## config.mk

```make
export PLATFORM = sky130hd
export DESIGN_NAME = mct_top
export DESIGN_NICKNAME = d
export VERILOG_FILES = /design/src/mct_pkg.sv /design/src/mct_sticky.sv /design/src/mct_timeout.sv /design/src/mct_top.sv
export VERILOG_INCLUDE_DIRS = /design/src
export SDC_FILE = /design/constraint.sdc
export NUM_CORES = 1
export LEC_CHECK = 0
export ABC_AREA = 1
export BUFFER_PORTS_ARGS = -buffer_cell sky130_fd_sc_hd__buf_4
export CORE_ASPECT_RATIO = 0.6
export CORE_MARGIN = 1.5
export CORE_UTILIZATION = 30
export DETAILED_ROUTE_END_ITERATION = 10
export GPL_ROUTABILITY_DRIVEN = 0
export SLEW_MARGIN = 20
export SYNTH_ARGS = -nofsm -noshare
export SYNTH_HDL_FRONTEND = slang
export SYNTH_SLANG_ARGS = --single-unit
```

## constraint.sdc

```tcl
create_clock -name aclk -period 3.35 [get_ports aclk]
set_input_delay 0.1675 -clock aclk [delete_from_list [all_inputs] [get_ports aclk]]
set_output_delay 0.1675 -clock aclk [all_outputs]
set_load 0.01 [all_outputs]
```

## src/mct_defs.svh

```systemverilog
// Constants of the memory-card timeout and configuration block
`ifndef MCT_DEFS_SVH
`define MCT_DEFS_SVH

// Register byte addresses
`define MCT_ADDR_TIMEOUT 32'h4000_0008
`define MCT_ADDR_SLOTWID 32'h4000_000c
`define MCT_ADDR_PROTECT 32'h4000_00e4
`define MCT_ADDR_STATUS 32'h4000_0040
`define MCT_ADDR_IMASK 32'h4000_0044

// Timeout register fields
`define MCT_CYC_LSB 0
`define MCT_CYC_MSB 3
`define MCT_MUL_LSB 4
`define MCT_MUL_MSB 6

// Slot and width register fields
`define MCT_SLOT_LSB 0
`define MCT_SLOT_MSB 1
`define MCT_BUSW_LSB 6
`define MCT_BUSW_MSB 7

// Protection register fields and key
`define MCT_PEN_BIT 0
`define MCT_KEY_LSB 8
`define MCT_KEY_MSB 31
`define MCT_KEY_VALUE 24'h4d4349

// Status register bits
`define MCT_ST_DTO_BIT 0
`define MCT_ST_WAIT_BIT 1

// Multiplier shifts for codes 0 to 7: x1, x16, x128, x256, x1024, x4096, x65536, x1048576
`define MCT_SHIFT_0 5'h00
`define MCT_SHIFT_1 5'h04
`define MCT_SHIFT_2 5'h07
`define MCT_SHIFT_3 5'h08
`define MCT_SHIFT_4 5'h0a
`define MCT_SHIFT_5 5'h0c
`define MCT_SHIFT_6 5'h10
`define MCT_SHIFT_7 5'h14

// Widths and reset values
`define MCT_LIMIT_W 24
`define MCT_CFG_RESET 4'h0
`define MCT_RESP_OKAY 2'h0
`define MCT_RESP_SLVERR 2'h2

`endif

```

## src/mct_pkg.sv

```systemverilog
// Types shared by the memory-card timeout and configuration block
package mct_pkg;

  // Card bus width codes, code 1 is reserved
  typedef enum logic [1:0] {
    MCT_BUS_1BIT = 2'h0,
    MCT_BUS_RSVD = 2'h1,
    MCT_BUS_4BIT = 2'h2,
    MCT_BUS_8BIT = 2'h3
  } mct_busw_e;

  // Card slot codes
  typedef enum logic [1:0] {
    MCT_SLOT_A = 2'h0,
    MCT_SLOT_B = 2'h1,
    MCT_SLOT_C = 2'h2,
    MCT_SLOT_D = 2'h3
  } mct_slot_e;

  // Write channel sequencer, one-hot
  typedef enum logic [1:0] {
    MCT_WR_COLLECT = 2'b01,
    MCT_WR_RESP = 2'b10
  } mct_wr_e;

  // Card configuration presented to the card interface
  typedef struct packed {
    mct_slot_e card_slot_select;
    mct_busw_e card_bus_width;
    logic [2:0] timeout_multiplier_select;
    logic [3:0] timeout_cycle_count;
  } mct_cfg_s;

endpackage : mct_pkg

```

## src/mct_sticky.sv

```systemverilog
// Sticky event flags, cleared by writing one, with set winning over clear
`timescale 1ns/1ps
module mct_sticky #(
  parameter int W = 1
) (
  // Clock and reset
  input wire logic aclk,
  input wire logic aresetn,
  // Events and clears
  input wire logic [W-1:0] set,
  input wire logic [W-1:0] clr,
  // Flag state
  output logic [W-1:0] flag
);

  // Set beats clear so no event is lost in the clearing cycle
  always_ff @(posedge aclk) begin
    if (!aresetn) begin
      flag <= '0;
    end else begin
      flag <= set | (flag & ~clr);
    end
  end

endmodule : mct_sticky

```

## src/mct_timeout.sv

```systemverilog
// Data timeout counter between successive data blocks
`timescale 1ns/1ps
`include "mct_defs.svh"
module mct_timeout (
  // Clock and reset
  input wire logic aclk,
  input wire logic aresetn,
  // Control
  input wire logic run,
  input wire logic restart,
  input wire logic [`MCT_LIMIT_W-1:0] limit,
  // One-cycle pulse when the limit is passed
  output logic expired
);

  logic [`MCT_LIMIT_W-1:0] count; // Cycles waited so far
  logic fired; // Holds off repeated pulses in one wait
  wire over = run && !fired && (count >= limit); // Wait has run past the limit

  // Count master clock cycles while waiting for the next block
  always_ff @(posedge aclk) begin
    if (!aresetn || restart || !run) begin
      count <= '0;
      fired <= 1'b0;
      expired <= 1'b0;
    end else begin
      expired <= over;
      fired <= fired | over;
      if (!over && !fired) begin
        count <= count + 1'b1;
      end
    end
  end

endmodule : mct_timeout

```

## src/mct_top.sv

```systemverilog
// Register slave, write protection and data timeout of the card interface
//
// Local design decision: the AXI4-Lite register port.
`timescale 1ns/1ps
`include "mct_defs.svh"
module mct_top (
  // Clock and reset
  input wire logic aclk,
  input wire logic aresetn,
  // AXI4-Lite write address
  input wire logic [31:0] s_axi_awaddr,
  input wire logic s_axi_awvalid,
  output logic s_axi_awready,
  // AXI4-Lite write data
  input wire logic [31:0] s_axi_wdata,
  input wire logic [3:0] s_axi_wstrb,
  input wire logic s_axi_wvalid,
  output logic s_axi_wready,
  // AXI4-Lite write response
  output logic [1:0] s_axi_bresp,
  output logic s_axi_bvalid,
  input wire logic s_axi_bready,
  // AXI4-Lite read address
  input wire logic [31:0] s_axi_araddr,
  input wire logic s_axi_arvalid,
  output logic s_axi_arready,
  // AXI4-Lite read data
  output logic [31:0] s_axi_rdata,
  output logic [1:0] s_axi_rresp,
  output logic s_axi_rvalid,
  input wire logic s_axi_rready,
  // Data path handshake from the card data machine
  input wire logic block_wait,
  input wire logic block_done,
  // Card configuration and interrupt
  output mct_pkg::mct_cfg_s card_cfg,
  output logic data_timeout_error,
  output logic irq
);

  import mct_pkg::*;

  // Register state

  logic [3:0] timeout_cycle_count; // Cycle count field
  logic [2:0] timeout_multiplier_select; // Multiplier code
  mct_slot_e card_slot_select; // Selected card slot
  mct_busw_e card_bus_width; // Selected bus width
  logic protect_enable; // Write protection on
  logic [1:0] irq_mask; // Interrupt mask, status layout
  logic [1:0] status_flags; // Sticky status bits
  logic [1:0] status_clr; // Write-one-to-clear strobes
  logic [1:0] status_set; // Hardware event strobes
  logic dto_pulse; // Timeout expiry pulse

  // Write channel capture

  mct_wr_e wr_state; // Write sequencer state
  logic [31:0] aw_addr; // Captured write address
  logic aw_full; // Write address held
  logic [31:0] w_data; // Captured write data
  logic [3:0] w_strb; // Captured byte strobes
  logic w_full; // Write data held

  // Address and data handshakes
  wire aw_hs = s_axi_awvalid && s_axi_awready;
  wire w_hs = s_axi_wvalid && s_axi_wready;
  wire b_hs = s_axi_bvalid && s_axi_bready;

  // A write is performed once both halves are held
  wire wr_go = (wr_state == MCT_WR_COLLECT) && aw_full && w_full;

  // Write address decode
  wire wsel_tmo = (aw_addr == `MCT_ADDR_TIMEOUT);
  wire wsel_sdw = (aw_addr == `MCT_ADDR_SLOTWID);
  wire wsel_wpm = (aw_addr == `MCT_ADDR_PROTECT);
  wire wsel_sts = (aw_addr == `MCT_ADDR_STATUS);
  wire wsel_msk = (aw_addr == `MCT_ADDR_IMASK);
  // Any other address is answered with an error
  wire wsel_any = wsel_tmo | wsel_sdw | wsel_wpm | wsel_sts | wsel_msk;

  // Byte-lane mask from strobes
  wire [31:0] lane_mask = {{8{w_strb[3]}}, {8{w_strb[2]}}, {8{w_strb[1]}}, {8{w_strb[0]}}};

  // Current contents of the written register, for partial writes
  wire [31:0] cur_tmo = {25'h0, timeout_multiplier_select, timeout_cycle_count};
  wire [31:0] cur_sdw = {24'h0, card_bus_width, 4'h0, card_slot_select};
  wire [31:0] cur_wpm = {31'h0, protect_enable};

  // Merged words after applying byte strobes
  wire [31:0] new_tmo = (w_data & lane_mask) | (cur_tmo & ~lane_mask);
  wire [31:0] new_sdw = (w_data & lane_mask) | (cur_sdw & ~lane_mask);
  wire [31:0] new_wpm = w_data & lane_mask; // Unwritten key bytes count as zero

  // Merged mask bits, only the low byte holds any
  wire [1:0] new_msk = (w_data[1:0] & lane_mask[1:0]) | (irq_mask & ~lane_mask[1:0]);

  // Key check for the protection register
  // A wrong key leaves the enable bit alone; no other bit is stored here
  wire key_ok = (new_wpm[`MCT_KEY_MSB:`MCT_KEY_LSB] == `MCT_KEY_VALUE);

  // Register write enables
  // Locked writes still get an OKAY answer; they are only dropped
  wire we_tmo = wr_go && wsel_tmo && !protect_enable;
  wire we_sdw = wr_go && wsel_sdw && !protect_enable;
  wire we_wpm = wr_go && wsel_wpm && key_ok;
  wire we_sts = wr_go && wsel_sts;
  wire we_msk = wr_go && wsel_msk;

  // Write response code
  wire [1:0] wr_resp = wsel_any ? `MCT_RESP_OKAY : `MCT_RESP_SLVERR;

  // Write address register and its ready
  // Ready falls on the take and rises after the response: one write at a time
  always_ff @(posedge aclk) begin
    if (!aresetn) begin
      aw_full <= 1'b0;
      aw_addr <= 32'h0;
      s_axi_awready <= 1'b0;
    end else if (aw_hs) begin
      aw_full <= 1'b1;
      aw_addr <= s_axi_awaddr;
      s_axi_awready <= 1'b0;
    end else if (b_hs) begin
      aw_full <= 1'b0;
      s_axi_awready <= 1'b1;
    end else if (!aw_full) begin
      s_axi_awready <= 1'b1;
    end
  end

  // Write data register and its ready
  // Strobes are kept with the data so the merge sees the bytes of this write
  always_ff @(posedge aclk) begin
    if (!aresetn) begin
      w_full <= 1'b0;
      w_data <= 32'h0;
      w_strb <= 4'h0;
      s_axi_wready <= 1'b0;
    end else if (w_hs) begin
      w_full <= 1'b1;
      w_data <= s_axi_wdata;
      w_strb <= s_axi_wstrb;
      s_axi_wready <= 1'b0;
    end else if (b_hs) begin
      w_full <= 1'b0;
      s_axi_wready <= 1'b1;
    end else if (!w_full) begin
      s_axi_wready <= 1'b1;
    end
  end

  // Write sequencer and response channel
  // The response code follows from the captured address alone
  always_ff @(posedge aclk) begin
    if (!aresetn) begin
      wr_state <= MCT_WR_COLLECT;
      s_axi_bvalid <= 1'b0;
      s_axi_bresp <= `MCT_RESP_OKAY;
    end else begin
      case (wr_state)
        // Wait for both address and data
        MCT_WR_COLLECT: begin
          if (wr_go) begin
            wr_state <= MCT_WR_RESP;
            s_axi_bvalid <= 1'b1;
            s_axi_bresp <= wr_resp;
          end
        end
        // Hold the response until taken
        MCT_WR_RESP: begin
          if (s_axi_bready) begin
            wr_state <= MCT_WR_COLLECT;
            s_axi_bvalid <= 1'b0;
          end
        end
        // Recover from an illegal code
        default: begin
          wr_state <= MCT_WR_COLLECT;
          s_axi_bvalid <= 1'b0;
        end
      endcase
    end
  end

  // Configuration registers

  // Timeout setting, ignored while protected
  // Both timeout fields move together in one write
  always_ff @(posedge aclk) begin
    if (!aresetn) begin
      timeout_cycle_count <= `MCT_CFG_RESET;
      timeout_multiplier_select <= 3'h0;
    end else if (we_tmo) begin
      timeout_cycle_count <= new_tmo[`MCT_CYC_MSB:`MCT_CYC_LSB];
      timeout_multiplier_select <= new_tmo[`MCT_MUL_MSB:`MCT_MUL_LSB];
    end
  end

  // Slot and bus width, ignored while protected
  // Reserved width code one is stored as written
  always_ff @(posedge aclk) begin
    if (!aresetn) begin
      card_slot_select <= MCT_SLOT_A;
      card_bus_width <= MCT_BUS_1BIT;
    end else if (we_sdw) begin
      card_slot_select <= mct_slot_e'(new_sdw[`MCT_SLOT_MSB:`MCT_SLOT_LSB]);
      card_bus_width <= mct_busw_e'(new_sdw[`MCT_BUSW_MSB:`MCT_BUSW_LSB]);
    end
  end

  // Protection enable, changed only with the right key
  // This register is never locked itself, or a lock could not be lifted
  always_ff @(posedge aclk) begin
    if (!aresetn) begin
      protect_enable <= 1'b0;
    end else if (we_wpm) begin
      protect_enable <= new_wpm[`MCT_PEN_BIT];
    end
  end

  // Interrupt mask
  always_ff @(posedge aclk) begin
    if (!aresetn) begin
      irq_mask <= 2'h0;
    end else if (we_msk) begin
      irq_mask <= new_msk;
    end
  end

  // Data timeout and status

  // Multiplier code to shift amount
  // Each code picks a power-of-two multiplier, so a shift does the product
  logic [4:0] mul_shift;
  always_comb begin
    case (timeout_multiplier_select)
      3'h0: mul_shift = `MCT_SHIFT_0;
      3'h1: mul_shift = `MCT_SHIFT_1;
      3'h2: mul_shift = `MCT_SHIFT_2;
      3'h3: mul_shift = `MCT_SHIFT_3;
      3'h4: mul_shift = `MCT_SHIFT_4;
      3'h5: mul_shift = `MCT_SHIFT_5;
      3'h6: mul_shift = `MCT_SHIFT_6;
      default: mul_shift = `MCT_SHIFT_7;
    endcase
  end

  // Timeout limit in master clock cycles
  wire [`MCT_LIMIT_W-1:0] tmo_limit =
    `MCT_LIMIT_W'({20'h0, timeout_cycle_count} << mul_shift);

  // Counter runs during the gap between blocks
  // A new limit takes hold at once, so change it between blocks
  // A done pulse or a drop of the wait starts the count afresh
  mct_timeout mct_timeout_i (
    .aclk(aclk),
    .aresetn(aresetn),
    .run(block_wait),
    .restart(block_done),
    .limit(tmo_limit),
    .expired(dto_pulse)
  );

  // Status events and clears
  assign status_set = {1'b0, dto_pulse};
  assign status_clr = we_sts ? (w_data[1:0] & lane_mask[1:0]) : 2'h0;

  // Sticky status flags
  // Set wins over clear, so an expiry in the clearing cycle is kept
  mct_sticky #(
    .W(2)
  ) mct_sticky_i (
    .aclk(aclk),
    .aresetn(aresetn),
    .set(status_set),
    .clr(status_clr),
    .flag(status_flags)
  );

  // Registered outputs toward the card interface
  // Error and interrupt outputs trail the sticky flag by one cycle
  always_ff @(posedge aclk) begin
    if (!aresetn) begin
      card_cfg <= '0;
      data_timeout_error <= 1'b0;
      irq <= 1'b0;
    end else begin
      card_cfg <= {card_slot_select, card_bus_width, timeout_multiplier_select,
                   timeout_cycle_count};
      data_timeout_error <= status_flags[`MCT_ST_DTO_BIT];
      irq <= |(status_flags & irq_mask);
    end
  end

  // Read channel

  // Read address decode
  // The address is decoded live; it stands with arvalid until taken
  wire rsel_tmo = (s_axi_araddr == `MCT_ADDR_TIMEOUT);
  wire rsel_sdw = (s_axi_araddr == `MCT_ADDR_SLOTWID);
  wire rsel_wpm = (s_axi_araddr == `MCT_ADDR_PROTECT);
  wire rsel_sts = (s_axi_araddr == `MCT_ADDR_STATUS);
  wire rsel_msk = (s_axi_araddr == `MCT_ADDR_IMASK);
  wire rsel_any = rsel_tmo | rsel_sdw | rsel_wpm | rsel_sts | rsel_msk;

  // Status word with live wait indication
  // Bit one is not sticky: it shows the wait as it stands now
  wire [31:0] sts_word = {30'h0, block_wait, status_flags[`MCT_ST_DTO_BIT]};

  // Read data selection, key field reads as zero
  // Key bytes are never stored, so they always read back as zero
  wire [31:0] rd_word =
    rsel_tmo ? cur_tmo :
    rsel_sdw ? cur_sdw :
    rsel_wpm ? cur_wpm :
    rsel_sts ? sts_word :
    rsel_msk ? {30'h0, irq_mask} : 32'h0;

  // Unmapped reads answer zero with an error
  wire [1:0] rd_resp = rsel_any ? `MCT_RESP_OKAY : `MCT_RESP_SLVERR;

  // Read handshake
  wire ar_hs = s_axi_arvalid && s_axi_arready;

  // One read at a time: address taken, data the next cycle
  always_ff @(posedge aclk) begin
    if (!aresetn) begin
      s_axi_arready <= 1'b0;
      s_axi_rvalid <= 1'b0;
      s_axi_rdata <= 32'h0;
      s_axi_rresp <= `MCT_RESP_OKAY;
    end else if (ar_hs) begin
      s_axi_arready <= 1'b0;
      s_axi_rvalid <= 1'b1;
      s_axi_rdata <= rd_word;
      s_axi_rresp <= rd_resp;
    end else if (s_axi_rvalid && s_axi_rready) begin
      s_axi_rvalid <= 1'b0;
      s_axi_arready <= 1'b1;
    end else if (!s_axi_rvalid) begin
      s_axi_arready <= 1'b1;
    end
  end

endmodule : mct_top

```

==> reports/results.ini <==
[clock_tree]
clock_sinks=141
cts_buffers=17
htreeDepth=4
clock_latency_ps=420
cts_tree=built
root_buffer=clkbuf_16
clkSlewWorstSetupHoldPaths_ps=60
cts_max_path_buffers=2

[sta]
tightest_slew_ps=879.1
final-hold-violation-count=0
fin_setup_tns_ps=0
max_slew_margin=0.4139
drv_slew=0
max_freq_mhz=321.0
hold-worst-slack_ps=10.84
fin_crit_sh=0.9300
setup_violations=0
fin_crit_ps=3115
rsz0062_at_grt=no
clock_skew_ps=9.600
finalWorstSetupSlack_ps=234.7

[die]
dieArea_um2=25070
ios=163
rows=43
core_um2=23350
die_w_um=203.4
die_y_um=123.3
start_util=0.3097

[logic_synthesis]
yosys_warnings=0
synth-seq-area-share=0.3904
yosys_register_bits=141
avgSynthCellArea_um2=7.054
synth_cell_type_count=47
netlist_instances=1025
syn_area_um2=7231

[outcome]
status=completed

[drt]
drt.antenna.violating_nets=0
avgViaCountPerCell=4.616
vias=6878
routed_wl_mm=20.69
routedWlPerCell_um=13.89
dr.pass1.iters=5
drt_iter0_markers=420
drcViolationCount=0

[min_path]
hold_end=w_data[15]
hold_path_depth=3
worst_hold_startpoint=s_axi_wdata[15]
worstHoldPathType=in -> reg

[cells_and_area]
register_area_um2=2825
fin_cells=1490
syn_to_final_growth_pct=26.73
multi_input_area_um2=3650
utilization=0.3925
nFillCells=2441
final_area_um2=9164
drive_above_1_share=0.1841
fin_nets=1294

[pwr]
pwr-share-clk=0.487
p_switching_mw=1.043
p_total_mw=4.214
power.density_nw_per_um2=459.9
comb_power_share=0.091
internal-power_mw=3.172
p_leak_nw=3.913
vdd_ir_drop_max_mv=0.3737
p_seq_frac=0.422
p_sw_frac=0.2474

[global_route]
grt_pass1_wl_mm=33.17
grt_antenna_before_repair=2
grt_pass1_vias=6387
grtUsageTotal=0.1682
grt_max_degree=100
grt_overflow=0

[setup_path]
crit_path_cell_trace=inv_2 > nor3_4 > inv_2 > nor2_2 > a21oi_1 > o21ai_2 > inv_2 > nor2_2 > nand2_1 > ha_1 > nand2_1 > nor2_1 > nand4_1 > inv_1 > nand2_1 > nand4_2 > nand2_4 > nand2_8 > nand2_1 > a21oi_1
slowest_stage=dfxtp_2
rrSetupSlack_ps=230
cp_max_fo=24
cp.depth=20
critPathTopFamily=simple AND/OR/NAND/NOR gates
end_kind=register
slowest_delay_ps=410
path_buf_inv=4
crit_type=reg -> reg
cp.required_ps=3670
regToRegEndpoint=mct_timeout_i.count[14]
worst_r2r_path_depth=20
startpoint_type=register
crit_path_frequent_cell=nand2_1
crit_arrival_ps=3430

[placement]
post-place-ws_ps=227.6
postPlaceCellArea_um2=8413
dp_cells=1445
dp_hpwl_mm=15.62
port_buffers=136

[job]
drv_cap=0

==> final cells by class <==
cell class,instances,share of cell area
repair buffers,154,0.1279
well taps,315,0.04301
inverters,128,0.05257
clock buffers,17,0.04642
multi-input cells,718,0.3983
clock inverters,15,0.02294
flip-flops and latches,141,0.3083
diodes,2,0.0005461
==> synth_stat cells, drive strengths merged <==
cell     number  area [um^2]
nand2       175        676.9
nor2        159        624.3
dfxtp       141         2823
inv         123        461.7
a21oi        86        430.4
o21ai        85        440.4
nand3        73        375.4
buf          36        267.8
clkbuf       27        111.4
ha           25        312.8
nor3         22        152.7
nand4        14        93.84
xnor2        10        87.58
xor2         10        87.58
nor4          7        43.79
a211oi        6        50.05
clkinv        5        20.01
o31ai         5        37.54
nand3b        3        22.52
a21o          2        15.01
a22oi         2        20.02
nor3b         2        20.02
o211ai        2        15.01
a32o          1        10.01
and3          1        6.260
conb          1        3.750
o2111ai       1        8.760
o22ai         1        12.51
==> worst max path at each step <==
| stage | start | endpoint | slack, ps |
|---|---|---|---|
| 2_1_floorplan | register | mct_timeout_i.count[10] | 740 |
| 3_3_place_gp | register | mct_timeout_i.count[15] | 320 |
| 3_5_place_dp | register | mct_timeout_i.count[7] | 230 |
| 4_1_cts | register | mct_timeout_i.count[14] | 180 |
| 5_1_grt | register | mct_timeout_i.count[5] | 10 |
| 6_report | register | mct_timeout_i.count[14] | 230 |
==> worst reg2reg max path, stage by stage (launching register included) <==
cell	delay, ps
dfxtp_2	410
inv_2	80
nor3_4	280
inv_2	70
nor2_2	110
a21oi_1	90
o21ai_2	260
inv_2	60
nor2_2	140
nand2_1	90
ha_1	300
nand2_1	70
nor2_1	130
nand4_1	120
inv_1	110
nand2_1	70
nand4_2	110
nand2_4	110
nand2_8	180
nand2_1	70
a21oi_1	150
==> flip-flops by register name, indices dropped and copies added, names as in the netlist, 2 cells and up, named ones only <==
| signal | cells |
|---|---|
| aw_addr | 32 |
| w_data | 32 |
| mct_timeout_i.count | 24 |
| card_cfg | 11 |
| s_axi_rdata | 8 |
| w_strb | 4 |
| mct_sticky_i.flag | 2 |
==> cell usage in the layout (no fill, tap or decap), drive strengths merged <==
master and n:
dfxtp 141, nand3 73, inv 128, nand2 175, o2111ai 1, a21oi 86, ha 25, nor2 159
a21o 2, o211ai 2, clkbuf 17, bufinv 4, dlygate4sd3 6, diode 2, clkinv 9, and3 1
nor3 22, o31ai 5, o22ai 1, buf 148, clkinvlp 2, a211oi 6, conb 26, xor2 10
nor3b 2, nor4 7, o21ai 85, nand3b 3, a22oi 2, xnor2 10, nand4 14, a32o 1
==> logic make-up (layout without fill, tap and decap cells) <==
kind of cell / count (synthesis) / in the layout / synth area share
flops: 141 / 141 / 0.3904
buf+inv: 191 / 314 / 0.1190
compound gates: 191 / 191 / 0.1438
simple gates: 456 / 456 / 0.2788
xor+xnor: 20 / 20 / 0.02422
other cells: 1 / 28 / 0.0005186
fa+ha+maj: 25 / 25 / 0.04326
==> metal layers <==
layer	GRT usage	vias to the layer above	routed length (um)
met3	0.04375	14	1913
li1	-	3556	-
met4	0.03287	0	107
met2	0.2227	234	7496
met5	0	-	0
met1	0.2649	3074	11170
==> timing repair <==
action,CTS,global route
gates resized for setup,0,4
setup buffers,0,5
hold buffers,6,0
hold endpoints to repair,6,0
endpoints found under the setup margin,0,24
==> power by group through the flow <==
stage	Sequential [mW]	Combinational (mW)	Clock (mW)
CTS	1.78	0.382	2.08
detailed placement	1.81	0.375	0
floorplan	1.81	0.235	0
finish	1.78	0.385	2.05
global placement	1.81	0.370	0
global route	1.79	0.435	2.16
No activity file was read; power rests on OpenSTA's default activity.
